### config.mk
export PLATFORM = sky130hd
export DESIGN_NAME = pts_timer_top
export DESIGN_NICKNAME = d
export VERILOG_FILES = /design/src/pts_pkg.sv /design/src/pts_reload_counter.sv /design/src/pts_pin_edge.sv /design/src/pts_timer_top.sv
export VERILOG_INCLUDE_DIRS = /design/src
export SDC_FILE = /design/constraint.sdc
export NUM_CORES = 1
export LEC_CHECK = 0
export BUFFER_PORTS_ARGS = -buffer_cell sky130_fd_sc_hd__buf_2
export CAP_MARGIN = 20
export CORE_MARGIN = 2
export CORE_UTILIZATION = 50
export DETAILED_ROUTE_END_ITERATION = 8
export PLACE_DENSITY_LB_ADDON = 0.15
export SLEW_MARGIN = 25
export SYNTH_ARGS = -nofsm -noshare
export SYNTH_HDL_FRONTEND = slang
export SYNTH_HIERARCHICAL = 1
export SYNTH_SLANG_ARGS = --single-unit
### constraint.sdc
create_clock -name clk_sys_i -period 5.1 [get_ports clk_sys_i]
set_input_delay 0 -clock clk_sys_i [delete_from_list [all_inputs] [get_ports clk_sys_i]]
set_output_delay 0 -clock clk_sys_i [all_outputs]
set_load 0.01 [all_outputs]
### src/pts_cfg.svh
// Bit positions, reset values and source codes of the timer set
`ifndef PTS_CFG_SVH
`define PTS_CFG_SVH

// Data and register widths
`define PTS_DATA_W        8
`define PTS_CTL_W         4
`define PTS_PSC_CTL_W     2

// Prescaler control fields
`define PTS_PSC_RUN_BIT   0
`define PTS_PSC_SRC_BIT   1

// First counter control fields
`define PTS_C1_SRC_LSB    0
`define PTS_C1_SRC_MSB    1
`define PTS_C1_RUN_BIT    2
`define PTS_C1_ASTOP_BIT  3

// Second counter control fields
`define PTS_C2_SRC_LSB    0
`define PTS_C2_SRC_MSB    1
`define PTS_C2_RUN_BIT    2
`define PTS_C2_OSEL_BIT   3

// Third counter control fields
`define PTS_C3_SRC_BIT    0
`define PTS_C3_RUN_BIT    1
`define PTS_C3_EXT_BIT    2
`define PTS_C3_PWM_BIT    3

// Pin and sync control fields
`define PTS_PC_SHARED_BIT 0
`define PTS_PC_GATE_BIT   1
`define PTS_PC_EDGE_BIT   2
`define PTS_PC_SYNC_BIT   3

// Reset values
`define PTS_CTL_RST       4'h0
`define PTS_PSC_CTL_RST   2'h0

// Count source codes of the first and second counters
`define PTS_SRC_PWM       2'h0
`define PTS_SRC_PSC       2'h1
`define PTS_SRC_SYS       2'h2
`define PTS_SRC_OTHER     2'h3

// Instruction clock divided by four: last phase of the divider
`define PTS_INST_DIV_LAST 2'h3

`endif

### src/pts_pkg.sv
// Types shared by the timer set
`default_nettype none
package pts_pkg;

   // Timer transfer instructions issued by the core
   typedef enum logic [4:0] {
      I_NOP, I_PSC_LOAD, I_PSC_READ, I_FIRST_LOAD_RELOAD, I_FIRST_LOAD,
      I_FIRST_READ, I_SECOND_LOAD, I_SECOND_READ, I_THIRD_LOAD,
      I_HIGH_RELOAD_LOAD, I_LOW_RELOAD_COPY, I_THIRD_READ, I_PSC_CTL_WR,
      I_CTL1_WR, I_CTL1_RD, I_CTL2_WR, I_CTL2_RD, I_CTL3_WR, I_CTL3_RD,
      I_PIN_CTL_WR, I_PIN_CTL_RD
   } pts_instr_t;

   // PWM phase of the third counter
   typedef enum logic [2:0] {
      PWM_LOW  = 3'b001,
      PWM_HIGH = 3'b010,
      PWM_EXT  = 3'b100
   } pts_pwm_state_t;

endpackage : pts_pkg
`default_nettype wire

### src/pts_reload_counter.sv
// Auto-reload down counter with load port and underflow pulse
`default_nettype none
module pts_reload_counter #(
   parameter int unsigned W = 8
) (
   // Clock, reset, enable
   input  wire logic         clk_sys_i,
   input  wire logic         sys_rst_i,
   input  wire logic         ce_i,
   // Count control
   input  wire logic         run_i,
   input  wire logic         tick_i,
   input  wire logic         load_i,
   input  wire logic [W-1:0] load_val_i,
   input  wire logic [W-1:0] reload_i,
   // Count state
   output logic [W-1:0]      count_o,
   output logic              uf_o
);
   logic [W-1:0] cnt_q;
   logic [W-1:0] cnt_d;

   // Underflow is the count pulse that finds zero
   assign uf_o    = run_i && tick_i && (cnt_q == '0);
   assign cnt_d   = load_i ? load_val_i :
                    uf_o ? reload_i :
                    (run_i && tick_i) ? cnt_q - 1'b1 : cnt_q;
   assign count_o = cnt_q;

   // Count register
   always_ff @(posedge clk_sys_i) begin
      if (sys_rst_i) begin
         cnt_q <= '0;
      end else if (ce_i) begin
         cnt_q <= cnt_d;
      end
   end
endmodule : pts_reload_counter
`default_nettype wire

### src/pts_pin_edge.sv
// Count pin synchroniser and selectable edge detector
`default_nettype none
module pts_pin_edge (
   // Clock, reset, enable
   input  wire logic clk_sys_i,
   input  wire logic sys_rst_i,
   input  wire logic ce_i,
   // Pin and edge choice
   input  wire logic pin_i,
   input  wire logic rise_sel_i,
   // One-cycle count enable
   output logic      edge_o
);
   logic meta_q;
   logic sync_q;
   logic prev_q;

   // Two-stage sync, then a history flop; reset to pin level, no false edge
   always_ff @(posedge clk_sys_i) begin
      if (sys_rst_i) begin
         meta_q <= pin_i;
         sync_q <= pin_i;
         prev_q <= pin_i;
      end else if (ce_i) begin
         meta_q <= pin_i;
         sync_q <= meta_q;
         prev_q <= sync_q;
      end
   end

   // Rising when selected, else falling
   assign edge_o = rise_sel_i ? (sync_q && !prev_q) : (!sync_q && prev_q);
endmodule : pts_pin_edge
`default_nettype wire

### src/pts_timer_top.sv
// Prescaled timer set: prescaler, three reload counters, PWM and pins
`default_nettype none
`include "pts_cfg.svh"
module pts_timer_top
   import pts_pkg::*;
#(
   parameter int unsigned CNT_W = `PTS_DATA_W
) (
   // Clock, reset, enable
   input  wire logic             clk_sys_i,
   input  wire logic             sys_rst_i,
   input  wire logic             clk_en_i,
   // Instruction port from the core
   input  wire logic             instr_valid_i,
   input  wire pts_instr_t       instr_i,
   input  wire logic [CNT_W-1:0] acc_i,
   output logic [CNT_W-1:0]      rd_data_o,
   output logic                  rd_valid_o,
   // Count sources and trigger
   input  wire logic             instr_tick_i,
   input  wire logic             crystal_tick_i,
   input  wire logic             ext_trig_valid_i,
   input  wire logic             pin_ctl_en_i,
   // Underflow flags
   input  wire logic [2:0]       flag_clr_i,
   output logic                  first_underflow_flag_o,
   output logic                  second_underflow_flag_o,
   output logic                  third_underflow_flag_o,
   // Shared count pin and port line
   input  wire logic             count_io_pin_i,
   output logic                  count_io_pin_o,
   output logic                  count_io_pin_oe_o,
   input  wire logic             port_line_latch_i,
   input  wire logic             port_line_dir_i,
   output logic                  port_line_o,
   output logic                  port_line_oe_o,
   // PWM pin
   output logic                  pwm_out_pin_o
);
   logic [`PTS_PSC_CTL_W-1:0] psc_ctl_q;
   logic [`PTS_CTL_W-1:0]     ctl1_q, ctl2_q, ctl3_q, pin_ctl_q;
   logic [CNT_W-1:0]          psc_rl_q, first_rl_q, second_rl_q, low_rl_q, high_rl_q;
   logic [CNT_W-1:0]          psc_cnt, t1_cnt, t2_cnt, t3_cnt;
   logic [CNT_W-1:0]          psc_ld_val, t3_ld_val, t3_reload, rd_d;
   logic [1:0]                inst_div_q;
   logic [2:0]                flags_q;
   pts_pwm_state_t            state_q, state_d;
   logic prescaler_output, t1_uf, t2_uf, t3_uf, pin_edge, psc_run, psc_tick, psc_load;
   logic inst4_tick, t1_raw, t1_tick, t2_tick, t3_tick, half_tick, t1_load;
   logic t3_load, t3_run, pwm_on, pwm_level, pwm_rise, sync_active, div_uf;
   logic rd_hit, hold_set, half_q, sync_q, hold_q, gate_q, pwm_prev_q;
   logic cnt_out_q, cnt_oe_q, port_q, port_oe_q, pwm_pin_q, rd_valid_q;
   logic [CNT_W-1:0] rd_data_q;

   // Instruction decode
   function automatic logic op_hit(input pts_instr_t code);
      return instr_valid_i && clk_en_i && (instr_i == code);
   endfunction : op_hit

   // Count source selection shared by counters one and two
   function automatic logic src_pick(input logic [1:0] sel, input logic other);
      if (sel == `PTS_SRC_PWM) begin
         return pwm_rise;
      end else if (sel == `PTS_SRC_PSC) begin
         return prescaler_output;
      end else if (sel == `PTS_SRC_SYS) begin
         return 1'b1;
      end else begin
         return other;
      end
   endfunction : src_pick

   // Control registers written from the accumulator
   always_ff @(posedge clk_sys_i) begin
      if (sys_rst_i) begin
         psc_ctl_q <= `PTS_PSC_CTL_RST;
         ctl1_q    <= `PTS_CTL_RST;
         ctl2_q    <= `PTS_CTL_RST;
         ctl3_q    <= `PTS_CTL_RST;
         pin_ctl_q <= `PTS_CTL_RST;
      end else begin
         if (op_hit(I_PSC_CTL_WR)) psc_ctl_q <= acc_i[`PTS_PSC_CTL_W-1:0];
         if (op_hit(I_CTL1_WR)) ctl1_q <= acc_i[`PTS_CTL_W-1:0];
         if (op_hit(I_CTL2_WR)) ctl2_q <= acc_i[`PTS_CTL_W-1:0];
         if (op_hit(I_CTL3_WR)) ctl3_q <= acc_i[`PTS_CTL_W-1:0];
         if (op_hit(I_PIN_CTL_WR)) pin_ctl_q <= acc_i[`PTS_CTL_W-1:0];
      end
   end

   // Reload registers
   always_ff @(posedge clk_sys_i) begin
      if (sys_rst_i) begin
         psc_rl_q    <= '0;
         first_rl_q  <= '0;
         second_rl_q <= '0;
         low_rl_q    <= '0;
         high_rl_q   <= '0;
      end else begin
         if (op_hit(I_PSC_LOAD)) psc_rl_q <= acc_i;
         if (op_hit(I_FIRST_LOAD_RELOAD)) first_rl_q <= acc_i;
         if (op_hit(I_SECOND_LOAD)) second_rl_q <= acc_i;
         if (op_hit(I_THIRD_LOAD)) low_rl_q <= acc_i;
         if (op_hit(I_HIGH_RELOAD_LOAD)) high_rl_q <= acc_i;
      end
   end

   // Prescaler source and initialise-while-stopped
   assign inst4_tick = instr_tick_i && (inst_div_q == `PTS_INST_DIV_LAST);
   assign psc_tick   = psc_ctl_q[`PTS_PSC_SRC_BIT] ? inst4_tick : instr_tick_i;
   assign psc_run    = psc_ctl_q[`PTS_PSC_RUN_BIT];
   assign psc_load   = op_hit(I_PSC_LOAD) || !psc_run;
   assign psc_ld_val = op_hit(I_PSC_LOAD) ? acc_i : psc_rl_q;

   // Quarter-rate instruction clock divider
   always_ff @(posedge clk_sys_i) begin
      if (sys_rst_i || (clk_en_i && !psc_run)) begin
         inst_div_q <= 2'h0;
      end else if (clk_en_i && instr_tick_i) begin
         inst_div_q <= inst_div_q + 2'h1;
      end
   end

   // Prescaler, output feeds the counters
   pts_reload_counter #(.W(CNT_W)) u_psc (
      .clk_sys_i  (clk_sys_i),
      .sys_rst_i  (sys_rst_i),
      .ce_i       (clk_en_i),
      .run_i      (psc_run),
      .tick_i     (psc_tick),
      .load_i     (psc_load),
      .load_val_i (psc_ld_val),
      .reload_i   (psc_rl_q),
      .count_o    (psc_cnt),
      .uf_o       (prescaler_output)
   );

   // Count pin edge enable
   pts_pin_edge u_pin_edge (
      .clk_sys_i  (clk_sys_i),
      .sys_rst_i  (sys_rst_i),
      .ce_i       (clk_en_i),
      .pin_i      (count_io_pin_i),
      .rise_sel_i (pin_ctl_q[`PTS_PC_EDGE_BIT]),
      .edge_o     (pin_edge)
   );

   // First counter source, gated by start sync
   assign sync_active = pin_ctl_en_i && pin_ctl_q[`PTS_PC_SYNC_BIT];
   assign t1_raw  = src_pick(ctl1_q[`PTS_C1_SRC_MSB:`PTS_C1_SRC_LSB], pin_edge);
   assign t1_tick = t1_raw && (!sync_active || sync_q);
   assign t1_load = op_hit(I_FIRST_LOAD_RELOAD) || op_hit(I_FIRST_LOAD);

   pts_reload_counter #(.W(CNT_W)) u_first (
      .clk_sys_i  (clk_sys_i),
      .sys_rst_i  (sys_rst_i),
      .ce_i       (clk_en_i),
      .run_i      (ctl1_q[`PTS_C1_RUN_BIT]),
      .tick_i     (t1_tick),
      .load_i     (t1_load),
      .load_val_i (acc_i),
      .reload_i   (first_rl_q),
      .count_o    (t1_cnt),
      .uf_o       (t1_uf)
   );

   // Second counter
   assign t2_tick = src_pick(ctl2_q[`PTS_C2_SRC_MSB:`PTS_C2_SRC_LSB], t1_uf);

   pts_reload_counter #(.W(CNT_W)) u_second (
      .clk_sys_i  (clk_sys_i),
      .sys_rst_i  (sys_rst_i),
      .ce_i       (clk_en_i),
      .run_i      (ctl2_q[`PTS_C2_RUN_BIT]),
      .tick_i     (t2_tick),
      .load_i     (op_hit(I_SECOND_LOAD)),
      .load_val_i (acc_i),
      .reload_i   (second_rl_q),
      .count_o    (t2_cnt),
      .uf_o       (t2_uf)
   );

   // Third counter sources, reload choice and run hold
   assign pwm_on    = ctl3_q[`PTS_C3_PWM_BIT];
   assign pwm_level = (state_q != PWM_LOW);
   assign pwm_rise  = pwm_level && !pwm_prev_q;
   assign t3_run    = ctl3_q[`PTS_C3_RUN_BIT] || hold_q;
   assign t3_tick   = (ctl3_q[`PTS_C3_SRC_BIT] ? (prescaler_output && half_q) : crystal_tick_i)
                      && (state_q != PWM_EXT);
   assign half_tick = ctl3_q[`PTS_C3_SRC_BIT] ? (prescaler_output && !half_q) : crystal_tick_i;
   assign t3_reload = (pwm_on && state_q == PWM_LOW) ? high_rl_q : low_rl_q;
   assign t3_load   = op_hit(I_THIRD_LOAD) || op_hit(I_LOW_RELOAD_COPY);
   assign t3_ld_val = op_hit(I_THIRD_LOAD) ? acc_i : low_rl_q;
   assign hold_set  = op_hit(I_CTL3_WR) && !acc_i[`PTS_C3_RUN_BIT]
                      && ctl3_q[`PTS_C3_RUN_BIT] && pwm_on && pwm_level;

   pts_reload_counter #(.W(CNT_W)) u_third (
      .clk_sys_i  (clk_sys_i),
      .sys_rst_i  (sys_rst_i),
      .ce_i       (clk_en_i),
      .run_i      (t3_run),
      .tick_i     (t3_tick),
      .load_i     (t3_load),
      .load_val_i (t3_ld_val),
      .reload_i   (t3_reload),
      .count_o    (t3_cnt),
      .uf_o       (t3_uf)
   );

   // PWM phase sequencing with optional extension: half a count on the prescaler source, one count on the crystal source
   always_comb begin
      state_d = state_q;
      if (!pwm_on || !t3_run) begin
         state_d = PWM_LOW;
      end else begin
         case (state_q)
            PWM_LOW: begin
               if (t3_uf) state_d = PWM_HIGH;
            end
            PWM_HIGH: begin
               if (t3_uf) state_d = ctl3_q[`PTS_C3_EXT_BIT] ? PWM_EXT : PWM_LOW;
            end
            PWM_EXT: begin
               if (half_tick) state_d = PWM_LOW;
            end
            default: begin
               state_d = PWM_LOW;
            end
         endcase
      end
   end

   // Third counter state flops
   always_ff @(posedge clk_sys_i) begin
      if (sys_rst_i) begin
         state_q    <= PWM_LOW;
         half_q     <= 1'b0;
         hold_q     <= 1'b0;
         pwm_prev_q <= 1'b0;
      end else if (clk_en_i) begin
         state_q    <= state_d;
         half_q     <= t3_run && (half_q ^ prescaler_output);
         hold_q     <= !t3_uf && (hold_q || hold_set);
         pwm_prev_q <= pwm_level;
      end
   end

   // Start sync and auto-gating state
   always_ff @(posedge clk_sys_i) begin
      if (sys_rst_i) begin
         sync_q <= 1'b0;
         gate_q <= 1'b0;
      end else if (clk_en_i) begin
         if (!sync_active) begin
            sync_q <= 1'b0;
         end else if (ext_trig_valid_i) begin
            sync_q <= 1'b1;
         end else if (t1_uf && ctl1_q[`PTS_C1_ASTOP_BIT]) begin
            sync_q <= 1'b0;
         end
         if (!t3_run) begin
            gate_q <= 1'b0;
         end else if (pin_ctl_q[`PTS_PC_GATE_BIT] && t1_uf) begin
            gate_q <= !gate_q;
         end
      end
   end

   // Flags, pins and read data
   assign div_uf = ctl2_q[`PTS_C2_OSEL_BIT] ? t2_uf : t1_uf;
   assign rd_hit = op_hit(I_PSC_READ) || op_hit(I_FIRST_READ) || op_hit(I_SECOND_READ)
                   || op_hit(I_THIRD_READ) || op_hit(I_CTL1_RD) || op_hit(I_CTL2_RD)
                   || op_hit(I_CTL3_RD) || op_hit(I_PIN_CTL_RD);
   assign rd_d   = op_hit(I_PSC_READ)    ? psc_rl_q :
                   op_hit(I_FIRST_READ)  ? t1_cnt :
                   op_hit(I_SECOND_READ) ? t2_cnt :
                   op_hit(I_THIRD_READ)  ? t3_cnt :
                   op_hit(I_CTL1_RD)     ? CNT_W'(ctl1_q) :
                   op_hit(I_CTL2_RD)     ? CNT_W'(ctl2_q) :
                   op_hit(I_CTL3_RD)     ? CNT_W'(ctl3_q) :
                   op_hit(I_PIN_CTL_RD)  ? CNT_W'(pin_ctl_q) : '0;

   always_ff @(posedge clk_sys_i) begin
      if (sys_rst_i) begin
         flags_q    <= 3'h0;
         cnt_out_q  <= 1'b0;
         cnt_oe_q   <= 1'b0;
         port_q     <= 1'b0;
         port_oe_q  <= 1'b0;
         pwm_pin_q  <= 1'b0;
         rd_data_q  <= '0;
         rd_valid_q <= 1'b0;
      end else if (clk_en_i) begin
         flags_q    <= {t3_uf, t2_uf, t1_uf} | (flags_q & ~flag_clr_i);
         cnt_out_q  <= cnt_out_q ^ div_uf;
         cnt_oe_q   <= pin_ctl_q[`PTS_PC_SHARED_BIT];
         port_q     <= port_line_latch_i;
         port_oe_q  <= !pin_ctl_q[`PTS_PC_SHARED_BIT] && port_line_dir_i;
         pwm_pin_q  <= pwm_on && pwm_level
                       && (!pin_ctl_q[`PTS_PC_GATE_BIT] || gate_q);
         rd_data_q  <= rd_d;
         rd_valid_q <= rd_hit;
      end
   end

   assign first_underflow_flag_o  = flags_q[0];
   assign second_underflow_flag_o = flags_q[1];
   assign third_underflow_flag_o  = flags_q[2];
   assign count_io_pin_o          = cnt_out_q;
   assign count_io_pin_oe_o       = cnt_oe_q;
   assign port_line_o             = port_q;
   assign port_line_oe_o          = port_oe_q;
   assign pwm_out_pin_o           = pwm_pin_q;
   assign rd_data_o               = rd_data_q;
   assign rd_valid_o              = rd_valid_q;
endmodule : pts_timer_top
`default_nettype wire

==> results_dict.tcl <==
set metrics [dict create \
    fin_area_um2 7777 \
    place_area_um2 7147 \
    maxSlewHeadroom 0.4283 \
    grt_max_degree 81 \
    slew_viol_final 0 \
    grt.total_usage 0.2759 \
    first_pass_iters 8 \
    power_mw 2.182 \
    cts.sinks 120 \
    cellPowerDensity_nw_per_um2 280.5 \
    grt_pass1_vias 5771 \
    dp_hpwl_um 13790 \
    hold-worst-slack_ns 0.003286 \
    synth_edf_count 3 \
    setup_tns_ns 0 \
    arrival_ns 5.05 \
    cp_max_fo 7 \
    mostFrequentLayoutCells "117 x dfxtp_1, 104 x nor2_1, 65 x mux2i_1" \
    yosysWarnings 6 \
    netlist_top_cells_area "dfxtp_1 34%, mux2i_1 9.4%, nor2_1 5.7%" \
    io_buffers 43 \
    cts_made_buffers 17 \
    dieArea_um2 14740 \
    synth_cell_types 73 \
    yosysSeqAreaShare 0.3528 \
    globalRouteMet1Util 0.3821 \
    cts_tree "done" \
    hp-class "in2reg" \
    finalHoldViolations 0 \
    clock_path_buffers 2 \
    num_io_pins 44 \
    ys.flop_type "dfxtp_1" \
    crit_required_ns 5.39 \
    ir_drop_mv 0.3055 \
    initial_core_util 0.5165 \
    async_reset_ff_frac 0 \
    wl_per_cell_um 19.88 \
    grt_first_pass_wirelength_um 31430 \
    avgSynthCellArea_um2 8.738 \
    clkLatencyLatePin_ns 0.42 \
    drc 0 \
    outcome "completed" \
    setup_viol 0 \
    rsz0062_at_grt "no" \
    postSynthCellCount 789 \
    gp_congestion 0.9115 \
    p_leak_nw 3.108 \
    fmax_mhz 209.8 \
    start_kind "register" \
    drive_gt1_frac 0.1554 \
    endpoint_kind "register" \
    finish.net_count 857 \
    syn_area_um2 6894 \
    htreeDepth 4 \
    synth_top_cell_by_area "dfxtp_1" \
    yosysTopAreaCellShare 0.3397 \
    dieWidth_um 121.4 \
    post-route-period-util 0.9346 \
    maxCapViolations 0 \
    fin_crit_ns 4.766 \
    diodes 0 \
    grt_antenna_before_repair 0 \
    postRouteAntennaNets 0 \
    grt-busiest-layer "met2" \
    overflow 0 \
    viasPerCell 6.132 \
    coreArea_um2 13350 \
    path_class "reg2reg" \
    met3_usage 0.05451 \
    syn-num-nets 827 \
    fp.dieH_um 121.4 \
    cts_setup_buffers 0 \
    utilization 0.5827 \
    path_clk_slew_ns 0.06 \
    drt_iter0_drc 601 \
    worst_slew_pin_slew_ns 0.8576 \
    wirelength_um 20000 \
    clock-root-buffer "clkbuf_16" \
    area_growth_pct 12.81 \
    std_cell_rows 42 \
    final_common_cell "dfxtp_1" \
    ys_ff_latch 120 \
    grtUsageMet2 0.4284 \
    routed-via-count 6169 \
    finClkSkew_ns 0.008526 \
]
==> final timing paths <==
check	slack, ns	start	to	cells past startpoint
max	0.33	inst_div_q[0]	u_second/count_o[4]	17
min	0.003	acc_i[3]	ctl2_q[3]	3
max reg2reg	0.33	inst_div_q[0]	u_second/count_o[4]	17
min reg2reg	0.47	port_line_oe_o	port_line_oe_o	2
==> cell usage after synthesis (7+ instances only) <==
cell,instances
ha_1,11
mux2_2,20
nor2_1,104
xor2_1,12
a31oi_1,14
nand3b_1,23
nand4_1,7
a22oi_1,8
inv_1,23
a21oi_1,34
nor2b_1,28
nor4_1,10
a211oi_1,28
dfxtp_1,117
nand2_1,34
and2_1,8
clkbuf_1,31
mux2_4,8
o21ai_0,33
nand2b_1,9
o22ai_1,7
mux2i_1,65
nor3_1,25
==> registers in the layout, summed over array words and instances, names as in the netlist, 2 cells and up <==
register	flops
state_q	3
inst_div_q	2
psc_rl_q	8
pin_ctl_q	4
first_rl_q	8
u_second/count_o	8
ctl3_q	4
u_third/count_o	8
flags_q	3
ctl2_q	4
rd_data_o	8
u_psc/count_o	8
u_first/count_o	8
second_rl_q	8
psc_ctl_q	2
low_rl_q	8
ctl1_q	4
high_rl_q	8
==> cell families after synthesis <==
| kind of cell | count (synthesis) | share of synthesized area |
|---|---|---|
| and+or+nand+nor | 306 | 0.2499 |
| AOI/OAI and AO/OA | 175 | 0.1726 |
| DFF | 120 | 0.3528 |
| muxes | 93 | 0.1445 |
| buffers and inverters | 71 | 0.04374 |
| xor gates and xnor gates | 13 | 0.01652 |
| adders and majority gates | 11 | 0.01996 |
==> layout make-up <==
class	instances	area, µm²
clock buffers	21	450.4
clock inverters	9	55.05
fillers	1217	5570
inverters	23	86.33
multi-input cells	598	4165
flip-flops and latches	120	2432
well taps	176	220.2
repair buffers	59	367.9
==> metal layers <==
| layer | vias up | share of wire |
|---|---|---|
| met3 | 30 | 0.065 |
| li1 | 2952 | - |
| met5 | - | 0 |
| met2 | 204 | 0.46 |
| met4 | 0 | 0.021 |
| met1 | 2983 | 0.46 |
==> worst max-delay path, stage by stage, from the launching register on <==
cell and delay [ns]:
dfxtp_1 0.37, ha_1 0.16, inv_1 0.03, a21boi_0 0.35
and3_1 0.38, nand3_2 0.21, inv_1 0.25, mux2i_1 0.12
a211oi_2 0.34, and3_1 0.35, nand3_2 0.23, inv_1 0.26
mux2i_1 0.12, a21oi_1 0.29, and3_1 0.36, nand3_2 0.22
mux2i_1 0.17, a2111oi_1 0.43
==> what timing repair did <==
| item | 4_1_cts | 5_1_grt |
|---|---|---|
| endpoints found under the setup margin | 0 | 3 |
| hold buffers | 12 | 0 |
| resized for setup | 0 | 1 |
| endpoints found under the hold margin | 16 | 0 |
==> report_power, final <==
part	internal, mW	switching (mW)
registers	0.955	0.0125
clock network	0.621	0.421
logic	0.0623	0.110
==> metrics by stage <==
stage               std cells  worst slack, ns
floorplan                 789            1.250
detailed placement        964           0.3347
global placement          964           0.5324
finish                   1006           0.3337
global route             1006          0.01941
CTS                      1006           0.3064
(Power assumes the default switching activity.)
